File: src/design/ast_regs.svh
`ifndef AST_REGS_SVH
`define AST_REGS_SVH
// What this block does
// - rx data read with no data clears overrun
// - missing stop bit sets framing error
// - all-zero character sets break flag
// - holding empty flag; data write clears it
// - idle flag low while shifting out
// - status bit returns clear-to-send pin level
// - holding byte moves to shifter automatically
// - interrupt when holding register frees up
// - multiprocessor enable selects 9-bit frames
// - transmit only while transmit enable set
// - even/odd parity, only without multiprocessor mode
// - flow gate lets clear-to-send hold transmission
// - multiproc status resets zero, mixed access

// ***************************************
// register byte addresses
// ***************************************
`define AST_OFF_DATA 12'hF40
`define AST_OFF_MPSTAT 12'hF44
`define AST_OFF_LSTAT 12'hF48
`define AST_OFF_CTRL 12'hF4C
`define AST_OFF_BAUD 12'hF50
`define AST_OFF_ISTAT 12'hF54
`define AST_OFF_IMASK 12'hF58

// ***************************************
// field positions
// ***************************************
`define AST_CTRL_TXON 0
`define AST_CTRL_PAREN 1
`define AST_CTRL_PARODD 2
`define AST_CTRL_MULTIPROC_ENABLE 3
`define AST_CTRL_FLOW 4
`define AST_CTRL_MARK 5
`define AST_MP_RXMARK 0
`define AST_MP_SPARE 2
`define AST_MP_TWOSTOP 3
`define AST_INT_TXE 0
`define AST_INT_RXD 1
`define AST_INT_ERR 2

// ***************************************
// reset values and timing counts
// ***************************************
`define AST_CTRL_RST 6'h00
`define AST_MP_RST 2'h0
`define AST_BAUD_RST 16'h000D
`define AST_INT_RST 3'h0
`define AST_OVS_LAST 4'hF
`define AST_OVS_MID 4'h7
`endif

File: src/design/ast_pkg.sv
package ast_pkg;
  typedef enum logic [2:0] {
    TX_IDLE = 3'b000,
    TX_START = 3'b001,
    TX_DATA = 3'b010,
    TX_NINTH = 3'b011,
    TX_STOP = 3'b100
  } ast_txst_e;
  typedef enum logic [2:0] {
    RX_IDLE = 3'b000,
    RX_START = 3'b001,
    RX_DATA = 3'b010,
    RX_NINTH = 3'b011,
    RX_STOP = 3'b100,
    RX_HOLD = 3'b101
  } ast_rxst_e;
endpackage

File: src/design/ast_rx.sv
`timescale 1ns/1ns
`include "ast_regs.svh"
module ast_rx import ast_pkg::*; (
  input wire logic pclk,
  input wire logic presetn,
  input wire logic tick,
  input wire logic rxd,
  input wire logic ninth_en,
  output logic done,
  output logic [7:0] data,
  output logic ninth,
  output logic frame_err,
  output logic brk
);
  ast_rxst_e st_q, st_d;
  logic [3:0] cnt_q, cnt_d;
  logic [2:0] idx_q, idx_d;
  logic [7:0] sh_q, sh_d;
  logic nin_q, nin_d, done_q, done_d, fe_q, fe_d, brk_q, brk_d;

  // sample mid-bit; wait for idle line after a break
  always_comb begin
    st_d = st_q;
    cnt_d = cnt_q;
    idx_d = idx_q;
    sh_d = sh_q;
    nin_d = nin_q;
    done_d = 1'b0;
    fe_d = fe_q;
    brk_d = brk_q;
    case (st_q)
      RX_IDLE: begin
        cnt_d = 4'h0;
        idx_d = 3'h0;
        nin_d = 1'b0;
        if (!rxd) begin
          st_d = RX_START;
        end
      end
      RX_HOLD: begin
        if (rxd) begin
          st_d = RX_IDLE;
        end
      end
      default: begin
        if (tick) begin
          cnt_d = cnt_q + 4'h1;
          if (st_q == RX_START && cnt_q == `AST_OVS_MID) begin
            cnt_d = 4'h0;
            st_d = rxd ? RX_IDLE : RX_DATA; // glitch rejected
          end else if (st_q != RX_START && cnt_q == `AST_OVS_LAST) begin
            if (st_q == RX_DATA) begin
              sh_d = {rxd, sh_q[7:1]};
              idx_d = idx_q + 3'h1;
              if (idx_q == 3'h7) begin
                st_d = ninth_en ? RX_NINTH : RX_STOP;
              end
            end else if (st_q == RX_NINTH) begin
              nin_d = rxd;
              st_d = RX_STOP;
            end else begin
              done_d = 1'b1;
              fe_d = ~rxd;
              brk_d = ~rxd & ~nin_q & (sh_q == 8'h00);
              st_d = rxd ? RX_IDLE : RX_HOLD;
            end
          end
        end
      end
    endcase
  end

  always_ff @(posedge pclk or negedge presetn) begin
    if (!presetn) begin
      st_q <= RX_IDLE;
      cnt_q <= 4'h0;
      idx_q <= 3'h0;
      sh_q <= 8'h00;
      nin_q <= 1'b0;
      done_q <= 1'b0;
      fe_q <= 1'b0;
      brk_q <= 1'b0;
    end else begin
      st_q <= st_d;
      cnt_q <= cnt_d;
      idx_q <= idx_d;
      sh_q <= sh_d;
      nin_q <= nin_d;
      done_q <= done_d;
      fe_q <= fe_d;
      brk_q <= brk_d;
    end
  end

  assign done = done_q;
  assign data = sh_q;
  assign ninth = nin_q;
  assign frame_err = fe_q;
  assign brk = brk_q;
endmodule

File: src/design/ast_tx.sv
`timescale 1ns/1ns
`include "ast_regs.svh"
module ast_tx import ast_pkg::*; (
  input wire logic pclk,
  input wire logic presetn,
  input wire logic tick,
  input wire logic load,
  input wire logic [7:0] data,
  input wire logic ninth_en,
  input wire logic ninth_val,
  input wire logic two_stop,
  output logic txd,
  output logic busy
);
  ast_txst_e st_q, st_d;
  logic [3:0] cnt_q, cnt_d;
  logic [2:0] idx_q, idx_d;
  logic [7:0] sh_q, sh_d;
  logic nin_q, nin_d, stp_q, stp_d, txd_q, txd_d;

  // frame sequencer, sixteen ticks per bit
  always_comb begin
    st_d = st_q;
    cnt_d = cnt_q;
    idx_d = idx_q;
    sh_d = sh_q;
    nin_d = nin_q;
    stp_d = stp_q;
    txd_d = txd_q;
    if (st_q == TX_IDLE) begin
      txd_d = 1'b1;
      cnt_d = 4'h0;
      if (load) begin
        sh_d = data;
        nin_d = ninth_val;
        stp_d = two_stop;
        idx_d = 3'h0;
        txd_d = 1'b0;
        st_d = TX_START;
      end
    end else if (tick) begin
      cnt_d = cnt_q + 4'h1;
      if (cnt_q == `AST_OVS_LAST) begin
        case (st_q)
          TX_START: begin
            txd_d = sh_q[0];
            st_d = TX_DATA;
          end
          TX_DATA: begin
            idx_d = idx_q + 3'h1;
            sh_d = {1'b0, sh_q[7:1]};
            if (idx_q == 3'h7) begin
              txd_d = ninth_en ? nin_q : 1'b1;
              st_d = ninth_en ? TX_NINTH : TX_STOP;
            end else begin
              txd_d = sh_q[1];
            end
          end
          TX_NINTH: begin
            txd_d = 1'b1;
            st_d = TX_STOP;
          end
          default: begin
            if (stp_q) begin
              stp_d = 1'b0;
            end else begin
              st_d = TX_IDLE;
            end
          end
        endcase
      end
    end
  end

  always_ff @(posedge pclk or negedge presetn) begin
    if (!presetn) begin
      st_q <= TX_IDLE;
      cnt_q <= 4'h0;
      idx_q <= 3'h0;
      sh_q <= 8'h00;
      nin_q <= 1'b0;
      stp_q <= 1'b0;
      txd_q <= 1'b1;
    end else begin
      st_q <= st_d;
      cnt_q <= cnt_d;
      idx_q <= idx_d;
      sh_q <= sh_d;
      nin_q <= nin_d;
      stp_q <= stp_d;
      txd_q <= txd_d;
    end
  end

  assign txd = txd_q;
  assign busy = (st_q != TX_IDLE);
endmodule

File: src/design/ast_uart.sv
`timescale 1ns/1ns
`include "ast_regs.svh"
module ast_uart import ast_pkg::*; #(
  parameter int BAUD_W = 16
) (
  input wire logic pclk,
  input wire logic presetn,
  input wire logic psel,
  input wire logic penable,
  input wire logic pwrite,
  input wire logic [11:0] paddr,
  input wire logic [31:0] pwdata,
  output logic [31:0] prdata,
  output logic pready,
  output logic pslverr,
  input wire logic rxd,
  input wire logic cts_n,
  output logic txd,
  output logic irq
);
  // ***************************************
  // elaboration check
  // ***************************************
  if (BAUD_W < 4 || BAUD_W > 16) begin : g_bad_w
    $error("ast_uart: BAUD_W must be 4..16");
  end

  // ***************************************
  // pin synchronisers
  // ***************************************
  logic rxd_m_q, rxd_s_q, cts_m_q, cts_s_q;
  // first stage feeds only the second stage
  always_ff @(posedge pclk or negedge presetn) begin
    if (!presetn) begin
      rxd_m_q <= 1'b1;
      rxd_s_q <= 1'b1;
      cts_m_q <= 1'b1;
      cts_s_q <= 1'b1;
    end else begin
      rxd_m_q <= rxd;
      rxd_s_q <= rxd_m_q;
      cts_m_q <= cts_n;
      cts_s_q <= cts_m_q;
    end
  end

  // ***************************************
  // state declarations
  // ***************************************
  logic [5:0] ctrl_q, ctrl_d;
  logic [1:0] mpctl_q, mpctl_d;
  logic [BAUD_W-1:0] baud_q, baud_d, bcnt_q, bcnt_d;
  logic tick_q, tick_d;
  logic [2:0] ist_q, ist_d, imask_q, imask_d;
  logic irq_q, irq_d;
  logic [7:0] hold_q, hold_d, rbuf_q, rbuf_d;
  logic full_q, full_d, hmark_q, hmark_d;
  logic rda_q, rda_d, ovr_q, ovr_d, fe_q, fe_d, brk_q, brk_d, perr_q, perr_d;
  logic rmark_q, rmark_d;
  logic [31:0] rdata_q, rdata_d;
  logic rdy_q, rdy_d, err_q, err_d;

  logic tx_busy, tx_load, tx_ninth, ninth_en, tx_line;
  logic rx_done, rx_ninth, rx_fe, rx_brk, rx_perr;
  logic [7:0] rx_data;
  logic acc, wr, rd, unmapped;
  logic [7:0] lstat;
  logic [31:0] rmux;

  // ***************************************
  // bit-rate divider
  // ***************************************
  // one-cycle tick at sixteen times the bit rate
  always_comb begin
    tick_d = 1'b0;
    bcnt_d = bcnt_q + BAUD_W'(1);
    if (bcnt_q >= baud_q) begin
      bcnt_d = '0;
      tick_d = 1'b1;
    end
  end

  always_ff @(posedge pclk or negedge presetn) begin
    if (!presetn) begin
      bcnt_q <= '0;
      tick_q <= 1'b0;
    end else begin
      bcnt_q <= bcnt_d;
      tick_q <= tick_d;
    end
  end

  // ***************************************
  // serial engines
  // ***************************************
  // multiprocessor mode wins over parity for the ninth bit
  assign ninth_en = ctrl_q[`AST_CTRL_MULTIPROC_ENABLE] | ctrl_q[`AST_CTRL_PAREN];
  assign tx_ninth = ctrl_q[`AST_CTRL_MULTIPROC_ENABLE] ? hmark_q :
                    (ctrl_q[`AST_CTRL_PARODD] ? ~^hold_q : ^hold_q);
  // hand over only when enabled and, if gated, clear-to-send is low
  assign tx_load = full_q & ~tx_busy & ctrl_q[`AST_CTRL_TXON] &
                   (~ctrl_q[`AST_CTRL_FLOW] | ~cts_s_q);
  assign rx_perr = ctrl_q[`AST_CTRL_PAREN] & ~ctrl_q[`AST_CTRL_MULTIPROC_ENABLE] &
                   (rx_ninth != (ctrl_q[`AST_CTRL_PARODD] ? ~^rx_data : ^rx_data));

  ast_tx u_tx (
    .pclk(pclk),
    .presetn(presetn),
    .tick(tick_q),
    .load(tx_load),
    .data(hold_q),
    .ninth_en(ninth_en),
    .ninth_val(tx_ninth),
    .two_stop(mpctl_q[1]),
    .txd(tx_line),
    .busy(tx_busy)
  );

  ast_rx u_rx (
    .pclk(pclk),
    .presetn(presetn),
    .tick(tick_q),
    .rxd(rxd_s_q),
    .ninth_en(ninth_en),
    .done(rx_done),
    .data(rx_data),
    .ninth(rx_ninth),
    .frame_err(rx_fe),
    .brk(rx_brk)
  );

  // ***************************************
  // apb decode and read mux
  // ***************************************
  // two-cycle access: pready comes one cycle into the access phase
  assign acc = psel & penable & rdy_q;
  assign wr = acc & pwrite & ~err_q;
  assign rd = acc & ~pwrite & ~err_q;
  assign lstat = {rda_q, ovr_q, perr_q, fe_q, brk_q, ~full_q, ~tx_busy, cts_s_q};

  always_comb begin
    rmux = 32'h0000_0000;
    unmapped = 1'b0;
    if (paddr == `AST_OFF_DATA) begin
      rmux[7:0] = rbuf_q;
    end else if (paddr == `AST_OFF_MPSTAT) begin
      rmux[3:0] = {mpctl_q, 1'b0, rmark_q};
    end else if (paddr == `AST_OFF_LSTAT) begin
      rmux[7:0] = lstat;
    end else if (paddr == `AST_OFF_CTRL) begin
      rmux[5:0] = ctrl_q;
    end else if (paddr == `AST_OFF_BAUD) begin
      rmux[BAUD_W-1:0] = baud_q;
    end else if (paddr == `AST_OFF_ISTAT) begin
      rmux[2:0] = ist_q;
    end else if (paddr == `AST_OFF_IMASK) begin
      rmux[2:0] = imask_q;
    end else begin
      unmapped = 1'b1;
    end
  end

  // ***************************************
  // register file next state
  // ***************************************
  // clears first, hardware sets afterwards so an event is never lost
  always_comb begin
    rdy_d = psel & penable & ~rdy_q;
    rdata_d = rdata_q;
    // error flag lives only in the ready cycle, so pslverr is a bare flop
    err_d = 1'b0;
    if (psel & penable & ~rdy_q) begin
      rdata_d = pwrite ? 32'h0000_0000 : rmux;
      err_d = unmapped;
    end
    ctrl_d = ctrl_q;
    mpctl_d = mpctl_q;
    baud_d = baud_q;
    imask_d = imask_q;
    ist_d = ist_q;
    hold_d = hold_q;
    full_d = full_q;
    hmark_d = hmark_q;
    rbuf_d = rbuf_q;
    rda_d = rda_q;
    ovr_d = ovr_q;
    fe_d = fe_q;
    brk_d = brk_q;
    perr_d = perr_q;
    rmark_d = rmark_q;
    if (wr && paddr == `AST_OFF_CTRL) begin
      ctrl_d = pwdata[5:0];
    end
    if (wr && paddr == `AST_OFF_MPSTAT) begin
      mpctl_d = pwdata[`AST_MP_TWOSTOP:`AST_MP_SPARE];
    end
    if (wr && paddr == `AST_OFF_BAUD) begin
      baud_d = pwdata[BAUD_W-1:0];
    end
    if (wr && paddr == `AST_OFF_IMASK) begin
      imask_d = pwdata[2:0];
    end
    if (wr && paddr == `AST_OFF_ISTAT) begin
      ist_d = ist_q & ~pwdata[2:0];
    end
    if (tx_load) begin
      full_d = 1'b0;
    end
    if (wr && paddr == `AST_OFF_DATA) begin
      hold_d = pwdata[7:0];
      full_d = 1'b1;
      hmark_d = ctrl_q[`AST_CTRL_MARK];
    end
    if (rd && paddr == `AST_OFF_DATA) begin
      if (!rda_q) begin
        ovr_d = 1'b0;
      end
      rda_d = 1'b0;
      fe_d = 1'b0;
      brk_d = 1'b0;
      perr_d = 1'b0;
    end
    if (rx_done) begin
      rbuf_d = rx_data;
      rmark_d = ctrl_q[`AST_CTRL_MULTIPROC_ENABLE] & rx_ninth;
      if (rda_q && !(rd && paddr == `AST_OFF_DATA)) begin
        ovr_d = 1'b1;
      end
      rda_d = 1'b1;
      fe_d = fe_d | rx_fe;
      brk_d = brk_d | rx_brk;
      perr_d = perr_d | rx_perr;
    end
    ist_d[`AST_INT_TXE] = ist_d[`AST_INT_TXE] | tx_load;
    ist_d[`AST_INT_RXD] = ist_d[`AST_INT_RXD] | rx_done;
    ist_d[`AST_INT_ERR] = ist_d[`AST_INT_ERR] | (rx_done & (rx_fe | rx_brk | rx_perr | rda_q));
    irq_d = |(ist_d & imask_d);
  end

  // ***************************************
  // register file flops
  // ***************************************
  always_ff @(posedge pclk or negedge presetn) begin
    if (!presetn) begin
      rdy_q <= 1'b0;
      err_q <= 1'b0;
      rdata_q <= 32'h0000_0000;
      ctrl_q <= `AST_CTRL_RST;
      mpctl_q <= `AST_MP_RST;
      baud_q <= BAUD_W'(`AST_BAUD_RST);
      imask_q <= `AST_INT_RST;
      ist_q <= `AST_INT_RST;
      irq_q <= 1'b0;
      hold_q <= 8'h00;
      full_q <= 1'b0;
      hmark_q <= 1'b0;
      rbuf_q <= 8'h00;
      rda_q <= 1'b0;
      ovr_q <= 1'b0;
      fe_q <= 1'b0;
      brk_q <= 1'b0;
      perr_q <= 1'b0;
      rmark_q <= 1'b0;
    end else begin
      rdy_q <= rdy_d;
      err_q <= err_d;
      rdata_q <= rdata_d;
      ctrl_q <= ctrl_d;
      mpctl_q <= mpctl_d;
      baud_q <= baud_d;
      imask_q <= imask_d;
      ist_q <= ist_d;
      irq_q <= irq_d;
      hold_q <= hold_d;
      full_q <= full_d;
      hmark_q <= hmark_d;
      rbuf_q <= rbuf_d;
      rda_q <= rda_d;
      ovr_q <= ovr_d;
      fe_q <= fe_d;
      brk_q <= brk_d;
      perr_q <= perr_d;
      rmark_q <= rmark_d;
    end
  end

  // outputs straight from flops
  assign prdata = rdata_q;
  assign pready = rdy_q;
  assign pslverr = err_q;
  assign txd = tx_line;
  assign irq = irq_q;
endmodule

File: config.mk
export PLATFORM = sky130hd
export DESIGN_NAME = ast_uart
export DESIGN_NICKNAME = d
export VERILOG_FILES = /design/src/design/ast_pkg.sv /design/src/design/ast_rx.sv /design/src/design/ast_tx.sv /design/src/design/ast_uart.sv
export VERILOG_INCLUDE_DIRS = /design/src /design/src/design
export SDC_FILE = /design/constraint.sdc
export NUM_CORES = 1
export LEC_CHECK = 0
export ABC_CLOCK_PERIOD_IN_PS = 1800
export BUFFER_PORTS_ARGS = -buffer_cell sky130_fd_sc_hd__buf_2
export CORE_AREA = 2 2 124 126
export CTS_CLUSTER_SIZE = 14
export DETAILED_ROUTE_END_ITERATION = 10
export DIE_AREA = 0 0 126 128
export PLACE_DENSITY = 0.76
export SYNTH_ARGS = -nofsm -noshare
export SYNTH_HDL_FRONTEND = slang
export SYNTH_SLANG_ARGS = --single-unit
File: constraint.sdc
create_clock -name pclk -period 1.8 [get_ports pclk]
set_clock_uncertainty 0.1 [all_clocks]
set_input_delay 0.27 -clock pclk [delete_from_list [all_inputs] [get_ports pclk]]
set_output_delay 0.27 -clock pclk [all_outputs]
set_load 0.01 [all_outputs]
; Yosys cells after proc, flatten, opt, wreduce, memory -nomap -nowiden
; Cells that the tools add are included.
[word_totals]
ff_bits = 153
inputBits = 51
out_inout_bits = 36
word_cells = 275
[op_classes]
addsub = 5
magnitude_cmp = 1
n_eq_ne = 30
muxes = 109
bitwise_logic = 45
reduce_logical = 45
[ops]
columns = operator, count
row1 = $mux 3, 30
row2 = $eq 12x12->1 const B, 7
row3 = $mux 8, 9
row4 = $mux 13, 5
row5 = $mux 1, 48
row6 = $mux 16, 2
row7 = $mux 4, 5
row8 = $reduce_and 5->1, 4
row9 = $reduce_bool 2->1, 9
row10 = $add 16x1->16 const B, 1
row11 = $and 1x1->1, 16
row12 = $ge 16x16->1, 1
row13 = $reduce_xnor 8->1, 2
row14 = $reduce_xor 8->1, 2
row15 = $not 1->1, 15
row16 = $eq 3x2->1 const B, 4
row17 = $mux 12, 1
row18 = $pmux 3 s2, 2
row19 = $reduce_and 6->1, 2
row20 = $or 1x1->1, 11
row21 = $logic_and 1x1->1, 10
row22 = $mux 10, 1
row23 = $ne 2x2->1 const B, 5
row24 = $eq 3x3->1 const B, 3
row25 = 28 further kinds, 40

; Depth between registers and ports, before layout
; Gate-level depths: netlist (run 1).
[logic_depth]
word_depth = 11
depth_mapped = 8
ltp_nobuf = 7

; Hierarchy
; From an unflattened synthesis (run 1), not the netlist that was laid out.
[unflattened]
hier_cells = 688
area_unflattened_um2 = 7330.8
[by_module_without_submodules]
columns = module, n_inst, cells_each, area_per_inst_um2, seq_area_each_um2
row1 = ast_uart, 1, 461, 4859.7, 2361.0
row2 = ast_rx, 1, 125, 1280.0, 550.5
row3 = ast_tx, 1, 102, 1191.1, 526.8

; Least setup slack after synthesis (run 1)
; Ideal clock, no wire load.
[synth_path]
path_type = reg2reg
startpoint = reg baud_q[0]
endpoint = reg bcnt_q[10]
setup_time_ns = 0.094
arrival_ns = 1.748
t_required_ns = 1.606
slack_ns = -0.142
stages_incl_launch_ff = 8
n_path_buf = 1
period_less_slack_ns = 1.942
cell_sequence = dfstp_2 ha_1 nand2b_1 a21o_1 a21oi_1 o21ai_1 clkbuf_1 a211oi_1
[synth_between]
elab_chain_len = 2
[synth_lines]
columns = item, line_no
row1 = from (decl), ast_uart.sv:52  ; logic [BAUD_W-1:0] baud_q, baud_d, bcnt_q, bcnt_d;
row2 = from (signal assigned), ast_uart.sv:250  ; baud_q <= BAUD_W'(`AST_BAUD_RST);
row3 = from (signal assigned), ast_uart.sv:270  ; baud_q <= baud_d;
row4 = $ge 16x16->1, ast_uart.sv:77  ; if (bcnt_q >= baud_q) begin
row5 = $mux 16, ast_uart.sv:77
row6 = via bcnt_d[10], ast_uart.sv:52
row7 = to (signal assigned), ast_uart.sv:88  ; bcnt_q <= bcnt_d;
row8 = to (decl), ast_uart.sv:52
; The timed path passes the listed nets, and every way through them passes these cells.
; A chain may end at the register's enable or synchronous reset.

; Worst setup path after layout (run 1)
[layout_path]
startpoint = reg baud_q[0]
endpoint = reg bcnt_q[4]
; The elaborated chain is that of the path after synthesis.

==> impl_metrics.toml, run 1 <==
[outcome]
status = "finished with violations"
failed_checks = "negative setup slack"

[timing]
fmax_ghz = 0.490
final.setup.worst_slack_ps = -243
min_period_ps = 2040
drv_slew = 0
min_period_over_period_pct = 113
hold_viol = 0
rsz0062_at_grt = "yes"
holdWs_ps = 6.22
finalSetupViolations = 22
finalSetupTns_ps = -3400

[finish]
design_area_um2 = 9690
areaGrowthSynthToFinish_pct = 34.4
drive_above_1_share_pct = 38.1
diodes = 0
final_common_cell = "dfrtp_1"
final_cell_mix = "dfrtp_1 (124), buf_4 (122), nand2_1 (63)"
final_nets = 957

[drt]
vias = 6373
avgRoutedWirePerCell_um = 19.5
ant_nets = 0
via_per_inst = 5.91
drcViolationCount = 0
dr.pass1.iters = 5
drtIter0Drc = 538
wl_um = 21000

[power]
power_switching_mw = 2.06
powerDensity_nw_per_um2 = 818
combPwrFrac_pct = 14.9
p_leak_nw = 4.63
clkPwrFrac_pct = 43.9
power.share.switching_pct = 26.0
ir_worst_vdd_mv = 0.700
pwr-share-seq_pct = 41.1
p_int_mw = 5.87

[placed_design]
gp_congestion = 0.942
io_buffers = 54
dp_slack_ps = -496
placed_area_um2 = 8350
dp_hpwl_um = 12500

[die]
fp.dieW_um = 126
initial_core_util_pct = 48.5
coreArea_um2 = 14900
die-area_um2 = 16100
fp.dieH_um = 128
rows = 45
ios = 87

[clock_network]
clock_sinks = 137
cts_tree = "done"
clk_path_buf_depth = 2
cts_max_level = 4
clk_latency_ps = 430
path_clk_slew_ps = 60
numCtsBuffers = 17
cts-root-buf = "clkbuf_16"

[critical_path]
path_class = "reg2reg"
rr_startpoint = "baud_q[0]"
worst_setup_path_start_kind = "register"
r2r_slack_ps = -240
crit_fanout = 8
r2r_end = "bcnt_q[4]"
worst-r2r-cell-count = 6
worstSetupEndpointType = "register"
cp_data_required_time_ps = 2030
worst_ep_arrival_time_ps = 2280

[min_path]
min_path_type = "in2reg"
hp-start = "pwdata[5]"
holdPathEnd = "hold_q[5]"
hold_path_depth = 2

[logic_synthesis]
ys_warn_count = 0
synth_seq_cells = 137
yosysSeqAreaShare_pct = 47.7
synth_cell_types = 73
synth_edf_count = 0
synthArstFlopShare_pct = 100
netlist_area_um2 = 7210
synth_cells = 697
synthFlopType = "dfrtp_1"
synth.avg_cell_area_um2 = 10.3

[global_route]
grt-ovfl-total = 0
grt_usage_pct = 25.9
grt_max_degree = 44
antenna_found_initial = 0
grt_pass1_wl_um = 33000
grt_pass1_vias = 6266

[flow_run]
drv_cap = 0
## cell families (layout without fill, tap and decap cells)
logic type      after synthesis  count (layout)  synth area share (%)
simple gates                191             192                  13.8
compound gates              164             168                  15.6
flops                       137             137                  47.7
buf+inv                      99             272                  6.72
mux                          50              50                  7.65
xor+xnor                     28              28                  3.78
fa+ha+maj                    27              27                  4.69
other cells                   1              16                0.0520
## cell type report
class | count | area, um2
Clock buffer | 21 | 450
Clock inverter | 9 | 125
Fill cell | 1026 | 5170
Inverter | 50 | 188
Multi-Input combinational cell | 481 | 3840
Sequential cell | 137 | 3440
Tap cell | 188 | 235
Timing Repair Buffer | 192 | 1400
## worst max path at each step
| stage | startpoint | to | slack (ps) | depth (start not counted) |
|---|---|---|---|---|
| detailed placement | baud_q[14] | bcnt_q[6] | -500 | 5 |
| global placement | baud_q[13] | bcnt_q[10] | -400 | 5 |
| finish | baud_q[0] | bcnt_q[4] | -240 | 6 |
| CTS | u_rx.data[5] | irq | -140 | 7 |
| floorplan | baud_q[9] | bcnt_q[10] | -20 | 8 |
| global route | baud_q[0] | bcnt_q[11] | -260 | 6 |
## worst max-delay path, cell delays in order (launching register included)
cell      delay (ps)
dfstp_2          560
ha_4             210
nand2b_4         160
a21o_1           190
a21oi_4          290
o21ai_4          170
a211oi_2         270
## power by group through the flow
stage	Sequential, mW	Combinational, mW	Clock [mW]
global route	3.27	1.30	3.64
global placement	3.28	0.973	0
floorplan	3.27	0.586	0
finish	3.26	1.18	3.48
detailed placement	3.29	0.992	0
CTS	3.24	1.04	3.47
## sequential cells by signal, indices dropped and copies added, names as in the netlist, 4 cells and up
| signal | flops |
|---|---|
| rbuf_q | 8 |
| bcnt_q | 16 |
| u_tx.sh_q | 8 |
| prdata | 16 |
| u_rx.cnt_q | 4 |
| ctrl_q | 6 |
| hold_q | 8 |
| u_tx.cnt_q | 4 |
| baud_q | 16 |
| u_rx.data | 8 |
## synthesized netlist by cell type, types with 6 or more instances
cell type	instances	area, um2
a211oi_1	18	135
a21o_1	9	67.6
a21oi_1	23	115
a22o_1	18	158
a31oi_1	9	56.3
buf_2	12	60.1
buf_4	18	135
clkbuf_1	11	41.3
dfrtp_1	129	3230
dfstp_2	8	210
ha_1	27	338
inv_1	48	180
mux2_1	10	113
mux2_2	31	349
mux2i_1	9	90.1
nand2_1	64	240
nand3_1	17	85.1
nand4_1	12	75.1
nor2_1	40	150
nor2b_1	7	43.8
o21ai_0	36	180
o22ai_1	6	37.5
or3_1	6	37.5
xnor2_1	17	149
xor2_1	9	78.8
## stage by stage
| stage | instances | utilization, % | total power [mW] |
|---|---|---|---|
| global route | 1078 | 65.2 | 8.21 |
| detailed placement | 1009 | 56.2 | 4.28 |
| global placement | 1009 | 56.2 | 4.26 |
| floorplan | 712 | - | 3.85 |
| finish | 1078 | 65.2 | 7.93 |
| CTS | 1064 | 63.6 | 7.74 |
## repair_timing
action,CTS,global route
gates resized for setup,53,35
cloned,5,0
setup buffers,9,14
pin swaps,24,31
hold endpoints to repair,44,0
setup endpoints to repair,69,53
hold buffers,11,0
## metal layers
layer,GRT usage (%),share of wire (%)
met1,34.3,41
met2,41.9,48
met3,5.72,6.5
met4,10.3,4.1
met5,0,0
(Power assumes the default switching activity.)
==> run 2: changes to the inputs <==
--- a/config.mk
+++ b/config.mk
@@ -6,13 +6,15 @@
 export SDC_FILE = /design/constraint.sdc
 export NUM_CORES = 1
 export LEC_CHECK = 0
+export ABC_AREA = 1
 export ABC_CLOCK_PERIOD_IN_PS = 1800
 export BUFFER_PORTS_ARGS = -buffer_cell sky130_fd_sc_hd__buf_2
-export CORE_AREA = 2 2 124 126
+export CORE_AREA = 2 2 123 125
+export CTS_CLUSTER_DIAMETER = 200
 export CTS_CLUSTER_SIZE = 14
 export DETAILED_ROUTE_END_ITERATION = 10
-export DIE_AREA = 0 0 126 128
-export PLACE_DENSITY = 0.76
+export DIE_AREA = 0 0 125 127
+export PLACE_DENSITY = 0.77
 export SYNTH_ARGS = -nofsm -noshare
 export SYNTH_HDL_FRONTEND = slang
 export SYNTH_SLANG_ARGS = --single-unit
==> run 2 against run 1 <==
  * The run now ends clean
  * Utilization is 1.5 points lower
  * Critical path depth is 3 higher
  * Global-route usage is 4.0 points lower
  * Clock power is 2% lower
  * Non-clock buffer count is 46 lower
  * Synthesized cell count is 25% higher
  * Via count is 1.6% lower
  * Worst setup slack better by 250 ps
  * Largest cell class is now flip-flops and latches
==> impl_metrics.toml, run 2 <==
[timing]
min_period_over_period_pct = 99.6
rsz0062_at_grt = "yes"
fmax_ghz = 0.558
drv_slew = 0
finalSetupViolations = 0
hold_viol = 0
min_period_ps = 1790

[logic_synthesis]
synth_edf_count = 0
synthFlopType = "dfrtp_1"
yosys-top-cells-count = "nand2_1 (212), dfrtp_1 (129), inv_1 (122), o21ai_0 (82), nor2_1 (71)"
synthArstFlopShare_pct = 100
synth_top_area_share_pct = 44.9
synth_top_area_cell = "dfrtp_1"
yosysMostFrequentCell = "nand2_1"
synth_seq_cells = 137
ys_warn_count = 0
synthTopCellsByArea = "dfrtp_1 (45%), nand2_1 (11%), inv_1 (6.4%), o21ai_0 (5.7%), ha_1 (4.7%)"
synth_cell_types = 44
synth.avg_cell_area_um2 = 8.28
synth_cells = 868
netlist_area_um2 = 7180
yosysSeqAreaShare_pct = 47.9

[drt]
wl_um = 17900
vias = 6274
ant_nets = 0
dr.pass1.iters = 5
via_per_inst = 5.17
avgRoutedWirePerCell_um = 14.8
drtIter0Drc = 581
drcViolationCount = 0

[finish]
multi_input_area_um2 = 3370
final_util_pct = 63.7
n_fill_cell = 1134
regArea_um2 = 3440
finalNonFillerCells = 1214
design_area_um2 = 9190
areaGrowthSynthToFinish_pct = 28.0
final_common_cell = "nand2_1"
drive_above_1_share_pct = 25.1
final_cell_mix = "nand2_1 (204), dfrtp_1 (129), inv_1 (110)"
final_nets = 1095
diodes = 0

[critical_path]
path_class = "reg2reg"
cp_data_required_time_ps = 2000
crit_slowest_cell = "dfrtp_1"
crit_fanout = 7
cp_cell_sequence = "ha_4, nand2_1, inv_1, nand3_2, nor3_2, nand3_1, nand3_2, buf_6, nor2_4"
worstSetupEndpointType = "register"
worst_setup_path_start_kind = "register"
max_stage_delay_ps = 420
worst_ep_arrival_time_ps = 1990
cp_common_cell = "nand3_2"

[clock_network]
cts_max_level = 4
path_clk_slew_ps = 60
clk_latency_ps = 420
numCtsBuffers = 17
clock_sinks = 137
clk_path_buf_depth = 2
cts_tree = "done"
cts-root-buf = "clkbuf_16"

[min_path]
min_path_type = "in2reg"

[global_route]
grt_usage_pct = 21.9
grt_pass1_vias = 5861
antenna_found_initial = 0
grt_max_degree = 43
grt-ovfl-total = 0
grt_pass1_wl_um = 27900

[die]
fp.dieW_um = 125
initial_core_util_pct = 49.8
die-area_um2 = 15900
rows = 44
ios = 87
coreArea_um2 = 14400
fp.dieH_um = 127

[power]
powerDensity_nw_per_um2 = 982
power.total_mw = 9.03
p_leak_nw = 4.57
ir_worst_vdd_mv = 0.617
clkPwrFrac_pct = 37.8
combPwrFrac_pct = 22.6
power_switching_mw = 2.67
p_int_mw = 6.36
power.share.switching_pct = 29.6
pwr-share-seq_pct = 39.6

[placed_design]
io_buffers = 54
dp_hpwl_um = 12000
dp_cells = 1152
placed_area_um2 = 8070
gp_congestion = 0.910

[flow_run]
drv_cap = 0

[outcome]
status = "finished clean"
-- run 2: power groups by stage --
stage / Sequential, mW / Combinational [mW] / Clock [mW]
2_1_floorplan: 3.59 / 1.04 / 0
3_3_place_gp: 3.60 / 1.55 / 0
3_5_place_dp: 3.61 / 1.61 / 0
4_1_cts: 3.56 / 1.66 / 3.45
5_1_grt: 3.60 / 2.29 / 3.62
6_report: 3.58 / 2.04 / 3.41
-- run 2: layout make-up --
class                           count  share of cell area (%)
Clock buffer                       21                    5.01
Clock inverter                     11                    1.32
Inverter                          128                    5.23
Multi-Input combinational cell    587                    36.7
Sequential cell                   137                    37.4
Tap cell                          184                    2.50
Timing Repair Buffer              146                    11.9
-- run 2: timing repair --
action | CTS | global route
setup endpoints to repair | 16 | 39
gates cloned | 0 | 2
hold buffers | 12 | 0
gates resized for setup | 6 | 64
pin swaps | 1 | 25
buffers inserted | 0 | 16
hold endpoints to repair | 106 | 0
-- run 2: worst max-delay path, delay by kind of cell (launching register included) --
kind                       cells  cell delay (ps)
buffers and inverters          2              230
adders and majority gates      1              290
DFF                            1              420
and+or+nand+nor                6              630
-- run 2: stage by stage --
step	setup WS [ps]	hold WS (ps)	TNS, ps
CTS	-6.69	3.93	-10.9
floorplan	29.5	-126	0
global placement	-18.8	82.4	-155
global route	-101	15.1	-2410
detailed placement	-65.7	84.7	-363
finish	6.48	21.7	0
-- run 2: path summary, 6_finish.rpt --
| path | start | to | slack, ps | cells past startpoint |
|---|---|---|---|---|
| worst max-delay path | bcnt_q[15] | bcnt_q[10] | 6 | 9 |
| worst min register to register | rxd_m_q | rxd_s_q | 260 | 0 |
| min in group asynchronous | presetn | u_tx.st_q[1] | 210 | 2 |
| max in group asynchronous | presetn | cts_s_q | 800 | 3 |
| worst min-delay path | psel | pready | 20 | 3 |
| worst max register to register | bcnt_q[15] | bcnt_q[10] | 6 | 9 |
-- run 2: layer usage --
layer	vias to the layer above	wire length, um	share of wire, %	global-route usage, %
met3	32	1110	6.2	5.99
li1	3071	-	-	-
met1	2971	8000	45	29.4
met5	-	0	0	0
met2	200	8450	47	34.3
met4	0	352	2.0	8.30
-- run 2: cells by family after synthesis --
group	Yosys count	share of synthesized area, %
AO/OA/AOI/OAI	144	11.1
XOR/XNOR	25	3.05
adder cells (fa/ha/maj)	27	4.70
buffers and inverters	159	9.46
flip-flops	137	47.9
multiplexers	9	1.60
other	1	0.0522
AND/OR/NAND/NOR	366	22.2
